===== config.mk =====
export PLATFORM = sky130hd
export DESIGN_NAME = pfc_fault_gate_manager
export DESIGN_NICKNAME = d
export VERILOG_FILES = /design/src/design/pfc_fault_pkg.sv /design/src/design/pfc_fault_gate_manager.sv
export SDC_FILE = /design/constraint.sdc
export NUM_CORES = 1
export LEC_CHECK = 0
export ABC_AREA = 1
export BUFFER_PORTS_ARGS = -buffer_cell sky130_fd_sc_hd__buf_2
export CELL_PAD_IN_SITES_DETAIL_PLACEMENT = 1
export CELL_PAD_IN_SITES_GLOBAL_PLACEMENT = 1
export CORE_MARGIN = 8
export CORE_UTILIZATION = 35
export CTS_CLUSTER_DIAMETER = 100
export DETAILED_ROUTE_END_ITERATION = 6
export HOLD_SLACK_MARGIN = 0.12
export PLACE_DENSITY_LB_ADDON = 0.1
export REMOVE_ABC_BUFFERS = 1
export SLEW_MARGIN = 40
export SYNTH_ARGS = -nofsm -noshare
export SYNTH_HDL_FRONTEND = slang
export SYNTH_SLANG_ARGS = --single-unit

===== constraint.sdc =====
create_clock -name CLK -period 2.3 [get_ports CLK]
set_clock_uncertainty 0.1 [all_clocks]
set_input_delay 0.115 -clock CLK [delete_from_list [all_inputs] [get_ports CLK]]
set_output_delay 0.115 -clock CLK [all_outputs]
set_load 0.02 [all_outputs]

===== src/design/pfc_fault_pkg.sv =====
package pfc_fault_pkg;

	// clock and timing
	localparam int CLK_PERIOD_NS   = 8;
	localparam int PEAK_BLANK_NS   = 200;
	localparam int BROWN_BLANK_NS  = 20000;
	localparam int OLOOP_BLANK_NS  = 1000;
	localparam int OVP_BLANK_NS    = 12000;
	localparam int RESTART_NS      = 10000;
	localparam int PEAK_BLANK_CYC  = (PEAK_BLANK_NS + CLK_PERIOD_NS - 1) / CLK_PERIOD_NS;
	localparam int BROWN_BLANK_CYC = (BROWN_BLANK_NS + CLK_PERIOD_NS - 1) / CLK_PERIOD_NS;
	localparam int OLOOP_BLANK_CYC = (OLOOP_BLANK_NS + CLK_PERIOD_NS - 1) / CLK_PERIOD_NS;
	localparam int OVP_BLANK_CYC   = (OVP_BLANK_NS + CLK_PERIOD_NS - 1) / CLK_PERIOD_NS;
	localparam int RESTART_CYC     = (RESTART_NS + CLK_PERIOD_NS - 1) / CLK_PERIOD_NS;
	localparam int CNT_W           = 12;

	// register map, byte addresses
	localparam logic [11:0] CTRL_OFS     = 12'h000;
	localparam logic [11:0] STATE_OFS    = 12'h004;
	localparam logic [11:0] EVENT_OFS    = 12'h008;
	localparam logic [11:0] MASK_OFS     = 12'h00C;

	// field positions
	localparam int CTRL_EN_BIT     = 0;
	localparam int STATE_GATE_BIT  = 5;
	localparam int STATE_RST_BIT   = 6;
	localparam int FAULT_W         = 5;

	// reset values
	localparam logic [31:0] CTRL_RST  = 32'h0000_0001;
	localparam logic [4:0]  EVENT_RST = 5'h0_0;
	localparam logic [4:0]  MASK_RST  = 5'h0_0;

	// fault flags, one bit per fault kind, same layout in state, event and mask
	typedef struct packed {
		logic uvlo;
		logic ovp;
		logic oloop;
		logic brown;
		logic peak;
	} faults_s;

	// apb request as seen by the slave
	typedef struct packed {
		logic        sel;
		logic        enable;
		logic        write;
		logic [11:0] addr;
		logic [31:0] wdata;
	} apb_req_s;

endpackage


===== src/design/pfc_fault_gate_manager.sv =====
`timescale 1ns/1ps
////////////////////////////////////////////////////////////////////////////////
// saturating qualify timer: out is high once in has been high LIMIT cycles
module qualify_timer
	import pfc_fault_pkg::*;
#(
	parameter int LIMIT = 1
) (
	input  wire logic clk,
	input  wire logic rst_n,
	input  wire logic level,
	output logic      qual
);
	localparam logic [CNT_W-1:0] LIM = CNT_W'(LIMIT);
	logic [CNT_W-1:0] cnt_q;
	logic [CNT_W-1:0] cnt_d;

	// count while level holds, restart on any break
	assign cnt_d = !level ? '0 : (cnt_q == LIM) ? cnt_q : cnt_q + 1'b1;
	assign qual  = level && (cnt_q == LIM);

	// counter state
	always_ff @(posedge clk or negedge rst_n) begin
		if (!rst_n) begin
			cnt_q <= '0;
		end else begin
			cnt_q <= cnt_d;
		end
	end
endmodule

////////////////////////////////////////////////////////////////////////////////
// fault qualification and gate enable for the boost stage
module pfc_fault_gate_manager
	import pfc_fault_pkg::*;
(
	input  wire logic        CLK,
	input  wire logic        RSTN,
	input  wire logic        PEAK_CURRENT_LIMIT,
	input  wire logic        BROWNOUT_LOW,
	input  wire logic        BROWNOUT_HIGH,
	input  wire logic        OPEN_LOOP_PROTECT,
	input  wire logic        OVER_VOLTAGE_PROTECT,
	input  wire logic        OVER_VOLTAGE_RELEASE,
	input  wire logic        SUPPLY_UNDERVOLTAGE_LOCKOUT,
	input  wire logic        MIN_OFF_INTERVAL,
	input  wire logic        ON_REQUEST,
	input  wire logic        PSEL,
	input  wire logic        PENABLE,
	input  wire logic        PWRITE,
	input  wire logic [11:0] PADDR,
	input  wire logic [31:0] PWDATA,
	output logic [31:0]      PRDATA,
	output logic             PREADY,
	output logic             PSLVERR,
	output logic             IRQ,
	output logic             GATE_DRIVE
);
	////////////////////////////////////////////////////////////////////////////
	// pin synchronisers
	localparam int NSYNC = 7;
	logic [NSYNC-1:0] pin_raw;
	logic [NSYNC-1:0] sync1_q;
	logic [NSYNC-1:0] sync2_q;
	logic             peak_s;
	logic             bo_low_s;
	logic             bo_high_s;
	logic             oloop_s;
	logic             ovp_s;
	logic             ov_rel_s;
	logic             uvlo_s;

	assign pin_raw = {SUPPLY_UNDERVOLTAGE_LOCKOUT, OVER_VOLTAGE_RELEASE, OVER_VOLTAGE_PROTECT,
		OPEN_LOOP_PROTECT, BROWNOUT_HIGH, BROWNOUT_LOW, PEAK_CURRENT_LIMIT};
	assign {uvlo_s, ov_rel_s, ovp_s, oloop_s, bo_high_s, bo_low_s, peak_s} = sync2_q;

	// two flops per comparator flag
	always_ff @(posedge CLK or negedge RSTN) begin
		if (!RSTN) begin
			sync1_q <= '0;
			sync2_q <= '0;
		end else begin
			sync1_q <= pin_raw;
			sync2_q <= sync1_q;
		end
	end

	////////////////////////////////////////////////////////////////////////////
	// deglitch and blanking timers
	logic peak_ok;
	logic brown_ok;
	logic oloop_ok;
	logic ovp_ok;

	qualify_timer #(.LIMIT(PEAK_BLANK_CYC)) u_peak (
		.clk(CLK), .rst_n(RSTN), .level(peak_s), .qual(peak_ok));
	qualify_timer #(.LIMIT(BROWN_BLANK_CYC)) u_brown (
		.clk(CLK), .rst_n(RSTN), .level(bo_low_s), .qual(brown_ok));
	qualify_timer #(.LIMIT(OLOOP_BLANK_CYC)) u_oloop (
		.clk(CLK), .rst_n(RSTN), .level(oloop_s), .qual(oloop_ok));
	qualify_timer #(.LIMIT(OVP_BLANK_CYC)) u_ovp (
		.clk(CLK), .rst_n(RSTN), .level(ovp_s), .qual(ovp_ok));

	////////////////////////////////////////////////////////////////////////////
	// fault latches and soft restart
	logic             brown_q;
	logic             oloop_q;
	logic             ovp_q;
	logic             brown_d;
	logic             oloop_d;
	logic             ovp_d;
	logic             uvlo_q;
	logic [CNT_W-1:0] rst_cnt_q;
	logic [CNT_W-1:0] rst_cnt_d;
	logic             restart_pend;
	logic             restart_go;

	// set wins over the release condition; lockout wipes the brownout, open-loop and over-voltage faults
	assign brown_d = !uvlo_s && (brown_ok || (brown_q && !bo_high_s));
	assign oloop_d = !uvlo_s && (oloop_ok || (oloop_q && oloop_s));
	assign ovp_d = !uvlo_s && (ovp_ok || (ovp_q && !ov_rel_s));
	// a restart begins when a brownout or open-loop fault clears or lockout ends
	assign restart_go = (brown_q && !brown_d) || (oloop_q && !oloop_d) || (uvlo_q && !uvlo_s);
	assign restart_pend = (rst_cnt_q != '0);
	assign rst_cnt_d = uvlo_s ? '0 : restart_go ? CNT_W'(RESTART_CYC) :
		restart_pend ? rst_cnt_q - 1'b1 : rst_cnt_q;

	// fault state
	always_ff @(posedge CLK or negedge RSTN) begin
		if (!RSTN) begin
			brown_q   <= 1'b0;
			oloop_q   <= 1'b0;
			ovp_q     <= 1'b0;
			uvlo_q    <= 1'b1;
			rst_cnt_q <= '0;
		end else begin
			brown_q   <= brown_d;
			oloop_q   <= oloop_d;
			ovp_q     <= ovp_d;
			uvlo_q    <= uvlo_s;
			rst_cnt_q <= rst_cnt_d;
		end
	end

	////////////////////////////////////////////////////////////////////////////
	// cycle logic: on latch, current-limit latch, gate
	logic on_q;
	logic cl_q;
	logic on_d;
	logic cl_d;
	logic gate_d;
	logic gate_q;
	logic ctrl_en;

	assign on_d = !MIN_OFF_INTERVAL && (on_q || ON_REQUEST);
	assign cl_d = !MIN_OFF_INTERVAL && (cl_q || peak_ok);
	// active high drive, blocked by any fault, restart, lockout or software;
	// uvlo_q covers the cycle between lockout exit and the restart count loading
	assign gate_d = on_d && !cl_d && !brown_q && !oloop_q && !ovp_q && !restart_pend
		&& !uvlo_s && !uvlo_q && ctrl_en;

	// latches and drive flop
	always_ff @(posedge CLK or negedge RSTN) begin
		if (!RSTN) begin
			on_q   <= 1'b0;
			cl_q   <= 1'b0;
			gate_q <= 1'b0;
		end else begin
			on_q   <= on_d;
			cl_q   <= cl_d;
			gate_q <= gate_d;
		end
	end

	assign GATE_DRIVE = gate_q;

	////////////////////////////////////////////////////////////////////////////
	// apb slave and interrupt registers
	apb_req_s    req;
	faults_s     live;
	faults_s     evt;
	faults_s     evt_q;
	faults_s     evt_d;
	faults_s     mask_q;
	logic [31:0] ctrl_q;
	logic [31:0] rdata_q;
	logic [31:0] rd_mux;
	logic        hit_ctrl;
	logic        hit_state;
	logic        hit_evt;
	logic        hit_mask;
	logic        mapped;
	logic        wr_acc;
	logic        setup;

	assign req       = '{PSEL, PENABLE, PWRITE, PADDR, PWDATA};
	assign hit_ctrl  = (req.addr == CTRL_OFS);
	assign hit_state = (req.addr == STATE_OFS);
	assign hit_evt   = (req.addr == EVENT_OFS);
	assign hit_mask  = (req.addr == MASK_OFS);
	assign mapped    = hit_ctrl || hit_state || hit_evt || hit_mask;
	assign setup     = req.sel && !req.enable;
	assign wr_acc    = req.sel && req.enable && req.write && mapped;
	assign ctrl_en   = ctrl_q[CTRL_EN_BIT];

	// live fault view and one-cycle rising events
	assign live = '{uvlo: uvlo_s, ovp: ovp_q, oloop: oloop_q, brown: brown_q, peak: cl_q};
	assign evt  = '{uvlo: uvlo_s && !uvlo_q, ovp: ovp_d && !ovp_q,
		oloop: oloop_d && !oloop_q, brown: brown_d && !brown_q, peak: cl_d && !cl_q};
	// write one to clear; a new event in the same cycle stays set
	assign evt_d = (evt_q & ~((wr_acc && hit_evt) ? faults_s'(req.wdata[FAULT_W-1:0]) : '0))
		| evt;

	assign rd_mux = hit_ctrl ? ctrl_q :
		hit_state ? {25'h000_0000, restart_pend, gate_q, live} :
		hit_evt ? {27'h000_0000, evt_q} :
		hit_mask ? {27'h000_0000, mask_q} : 32'h0000_0000;

	assign PREADY  = 1'b1;
	assign PSLVERR = req.sel && req.enable && !mapped;
	assign PRDATA  = rdata_q;
	assign IRQ     = |(evt_q & mask_q);

	// register file; read data captured in the setup cycle
	always_ff @(posedge CLK or negedge RSTN) begin
		if (!RSTN) begin
			ctrl_q  <= CTRL_RST;
			evt_q   <= EVENT_RST;
			mask_q  <= MASK_RST;
			rdata_q <= 32'h0000_0000;
		end else begin
			evt_q <= evt_d;
			if (wr_acc && hit_ctrl) begin
				ctrl_q <= {31'h0000_0000, req.wdata[CTRL_EN_BIT]};
			end
			if (wr_acc && hit_mask) begin
				mask_q <= faults_s'(req.wdata[FAULT_W-1:0]);
			end
			if (setup) begin
				rdata_q <= rd_mux;
			end
		end
	end
endmodule


==> results_dict.tcl <==
set metrics [dict create \
    io_buffers 40 \
    io-pin-count 94 \
    wl_per_cell_um 14.4 \
    syn_avg_cell_area_sq_um 8.51 \
    syn_inst 598 \
    layout_common_cells "nand2_1, dfrtp_1, inv_1, nor2_1, buf_2" \
    slew_violations 0 \
    grtUsageTotal 0.143 \
    viasPerCell 4.78 \
    core.rowCount 44 \
    critical_path.cell_chain "inv_1, ha_1, nand2_2, nor2_4, nand4_1, nor2_1, nand3_2, nand2_2, nor2_1" \
    crit_arrival_ns 1.99 \
    drtAntennaViolNets 0 \
    worst_pin_slew_ns 0.642 \
    hold_path_startpoint "PWRITE" \
    antenna_found_initial 0 \
    fmax_mhz 538 \
    finalSetupViolCount 0 \
    firstDrtPassIters 7 \
    dieArea_sq_mm 0.0187 \
    cts.path.max_buffers 2 \
    layout_commonest_cell "nand2_1" \
    seq_area_sq_mm 0.00248 \
    cts_tree "done" \
    drt-total-wl_um 12300 \
    worst_path_max_delay_cell "dfrtp_1" \
    holdPathStages 4 \
    finalNetCount 732 \
    hold_path_class "in2reg" \
    syn_area_sq_mm 0.00509 \
    cts_buffers 9 \
    clockRootBuffer "clkbuf_16" \
    multi_input_area_sq_mm 0.00216 \
    seq_area_frac_synth 0.487 \
    worst_slack_ns 0.443 \
    tns_ns 0 \
    crit_fanout 4 \
    die_w_um 137 \
    cts.sinks 99 \
    rsz0062_at_grt "no" \
    globalRouteOverflowTotal 0 \
    fillers 1721 \
    antenna_cells 0 \
    chipHeight_um 137 \
    start_util 0.354 \
    grt_max_degree 40 \
    cp.depth 9 \
    final_layout_size_suffix_gt1_frac 0.157 \
    final-hold-violation-count 0 \
    p_per_area_mw_per_mm2 731 \
    leakage_nw 2.84 \
    vdd_ir_drop_max_mv 0.350 \
    globalplace.congestion 0.783 \
    fin_crit_ns 1.86 \
    crit_path_end_kind "flop" \
    drc 0 \
    cpPeakStageDelay_ns 0.39 \
    grt_pass1_wl_um 21300 \
    critical-path-top-delay-family "simple AND/OR/NAND/NOR gates" \
    path_class "reg2reg" \
    clkSlewWorstSetupHoldPaths_ns 0.07 \
    slew_headroom 0.571 \
    ys_ff_latch 99 \
    dp_hpwl_um 9220 \
    initialDrtViolationCount 146 \
    yosysWarnings 0 \
    reg2reg_from "rst_cnt_q[0]" \
    cp_num_buf_inv 1 \
    critPathLaunch "rst_cnt_q[0]" \
    post-cts-setup-buffers 0 \
    outcome "finished, final reports clean" \
    ff2ff_path_depth 9 \
    via_count 4081 \
    cp.required_ns 2.44 \
    grt_pass1_vias 4447 \
    startpoint_type "flop" \
    syn2layout_area_growth_pct 16.2 \
    synthDistinctLibCells 45 \
    htreeDepth 3 \
    p_total_mw 4.32 \
    dp_slack_ns 0.441 \
    clk_latency_ns 0.34 \
    fin_crit_sh 0.807 \
    maxCapViolations 0 \
    core_area_sq_mm 0.0144 \
]
-- area by class of cell --
type                       count  share of cell area
timing repair buffer          64              0.0749
clock buffer                  13              0.0440
clock inverter                 2             0.00592
tap                          184              0.0389
multi-input combinational    411               0.366
sequential                    99               0.419
inverter                      80              0.0510
-- path summary, 6_finish.rpt --
check / to / slack, ns
min: mask_q[0] / 0.14
max in group asynchronous: oloop_q / 0.82
max reg2reg: rst_cnt_q[7] / 0.44
min in group asynchronous: uvlo_q / 0.21
min reg2reg: sync2_q[4] / 0.25
max: rst_cnt_q[7] / 0.44
-- tightest hold or removal path: stages --
cell     delay [ns]
buf_2          0.10
nand4_2        0.18
o21ai_0        0.10
nand2_1        0.06
-- synth_stat cells, drive strengths merged --
cell type | number | area (sq um)
clkinv | 2 | 8.75
conb | 2 | 7.51
a22o | 1 | 8.76
xnor2 | 3 | 26.3
a21boi | 1 | 7.51
dfstp | 2 | 52.6
nand2 | 110 | 468
a221oi | 1 | 8.76
o21a | 1 | 7.51
a21oi | 31 | 166
xor2 | 13 | 114
nand3 | 40 | 228
nor4 | 3 | 18.8
dfrtp | 97 | 2430
ha | 9 | 113
a211oi | 2 | 15.0
clkbuf | 4 | 15.0
nor3b | 2 | 20.0
nor3 | 23 | 141
nor2 | 78 | 345
a31oi | 4 | 25.0
o21ba | 1 | 10.0
buf | 28 | 220
nand4 | 11 | 81.3
inv | 78 | 293
or2 | 2 | 12.5
o21ai | 47 | 235
nand3b | 2 | 15.0
-- cells by family (layout without fill, tap and decap cells) --
family                     Yosys count  count (layout)  share of synthesized area
AOI/OAI and AO/OA                   89              89                     0.0951
DFF                                 99              99                      0.487
buffers and inverters              112             159                      0.105
xor gates and xnor gates            16              16                     0.0275
and+or+nand+nor                    271             271                      0.261
other                                2              26                    0.00148
adders and majority gates            9               9                     0.0221
-- state kept, by name, indices dropped and copies added (netlist names) --
signal and cells:
u_brown.cnt_q 12, oloop_q 1, uvlo_q 1, evt_q 5, sync2_q 7, brown_q 1, GATE_DRIVE 1, u_peak.cnt_q 12
cl_q 1, sync1_q 7, mask_q 5, rst_cnt_q 12, u_oloop.cnt_q 12, PRDATA 7, ovp_q 1, on_q 1
ctrl_q 1, u_ovp.cnt_q 12
-- through the flow --
step	instances	hold slack [ns]	util	instance area (sq um)
4_1_cts	853	0.125	0.412	5910
3_3_place_gp	819	-0.0935	0.378	5430
5_1_grt	853	0.185	0.412	5910
3_5_place_dp	819	-0.0925	0.378	5430
6_report	853	0.143	0.412	5910
2_1_floorplan	590	-0.281	-	4950
-- per-layer routing --
layer | share of wire | up-vias | GRT usage
met4 | 0.018 | 0 | 0.0604
met2 | 0.46 | 75 | 0.232
met3 | 0.048 | 16 | 0.0264
met5 | 0 | - | 0
li1 | - | 2009 | -
met1 | 0.47 | 1981 | 0.184
-- power breakdown --
group | leakage, nW | internal [mW] | switching [mW]
Combinational | 1.41 | 0.328 | 0.491
Clock | 0.146 | 0.896 | 0.625
Sequential | 1.29 | 1.86 | 0.119
Total | 2.84 | 3.09 | 1.24
-- repair_timing --
item	4_1_cts	5_1_grt
endpoints found under the hold margin	123	0
setup endpoints to repair	0	0
hold buffers	19	0
resized for setup	0	0
Power figures use the tool's default switching activity.
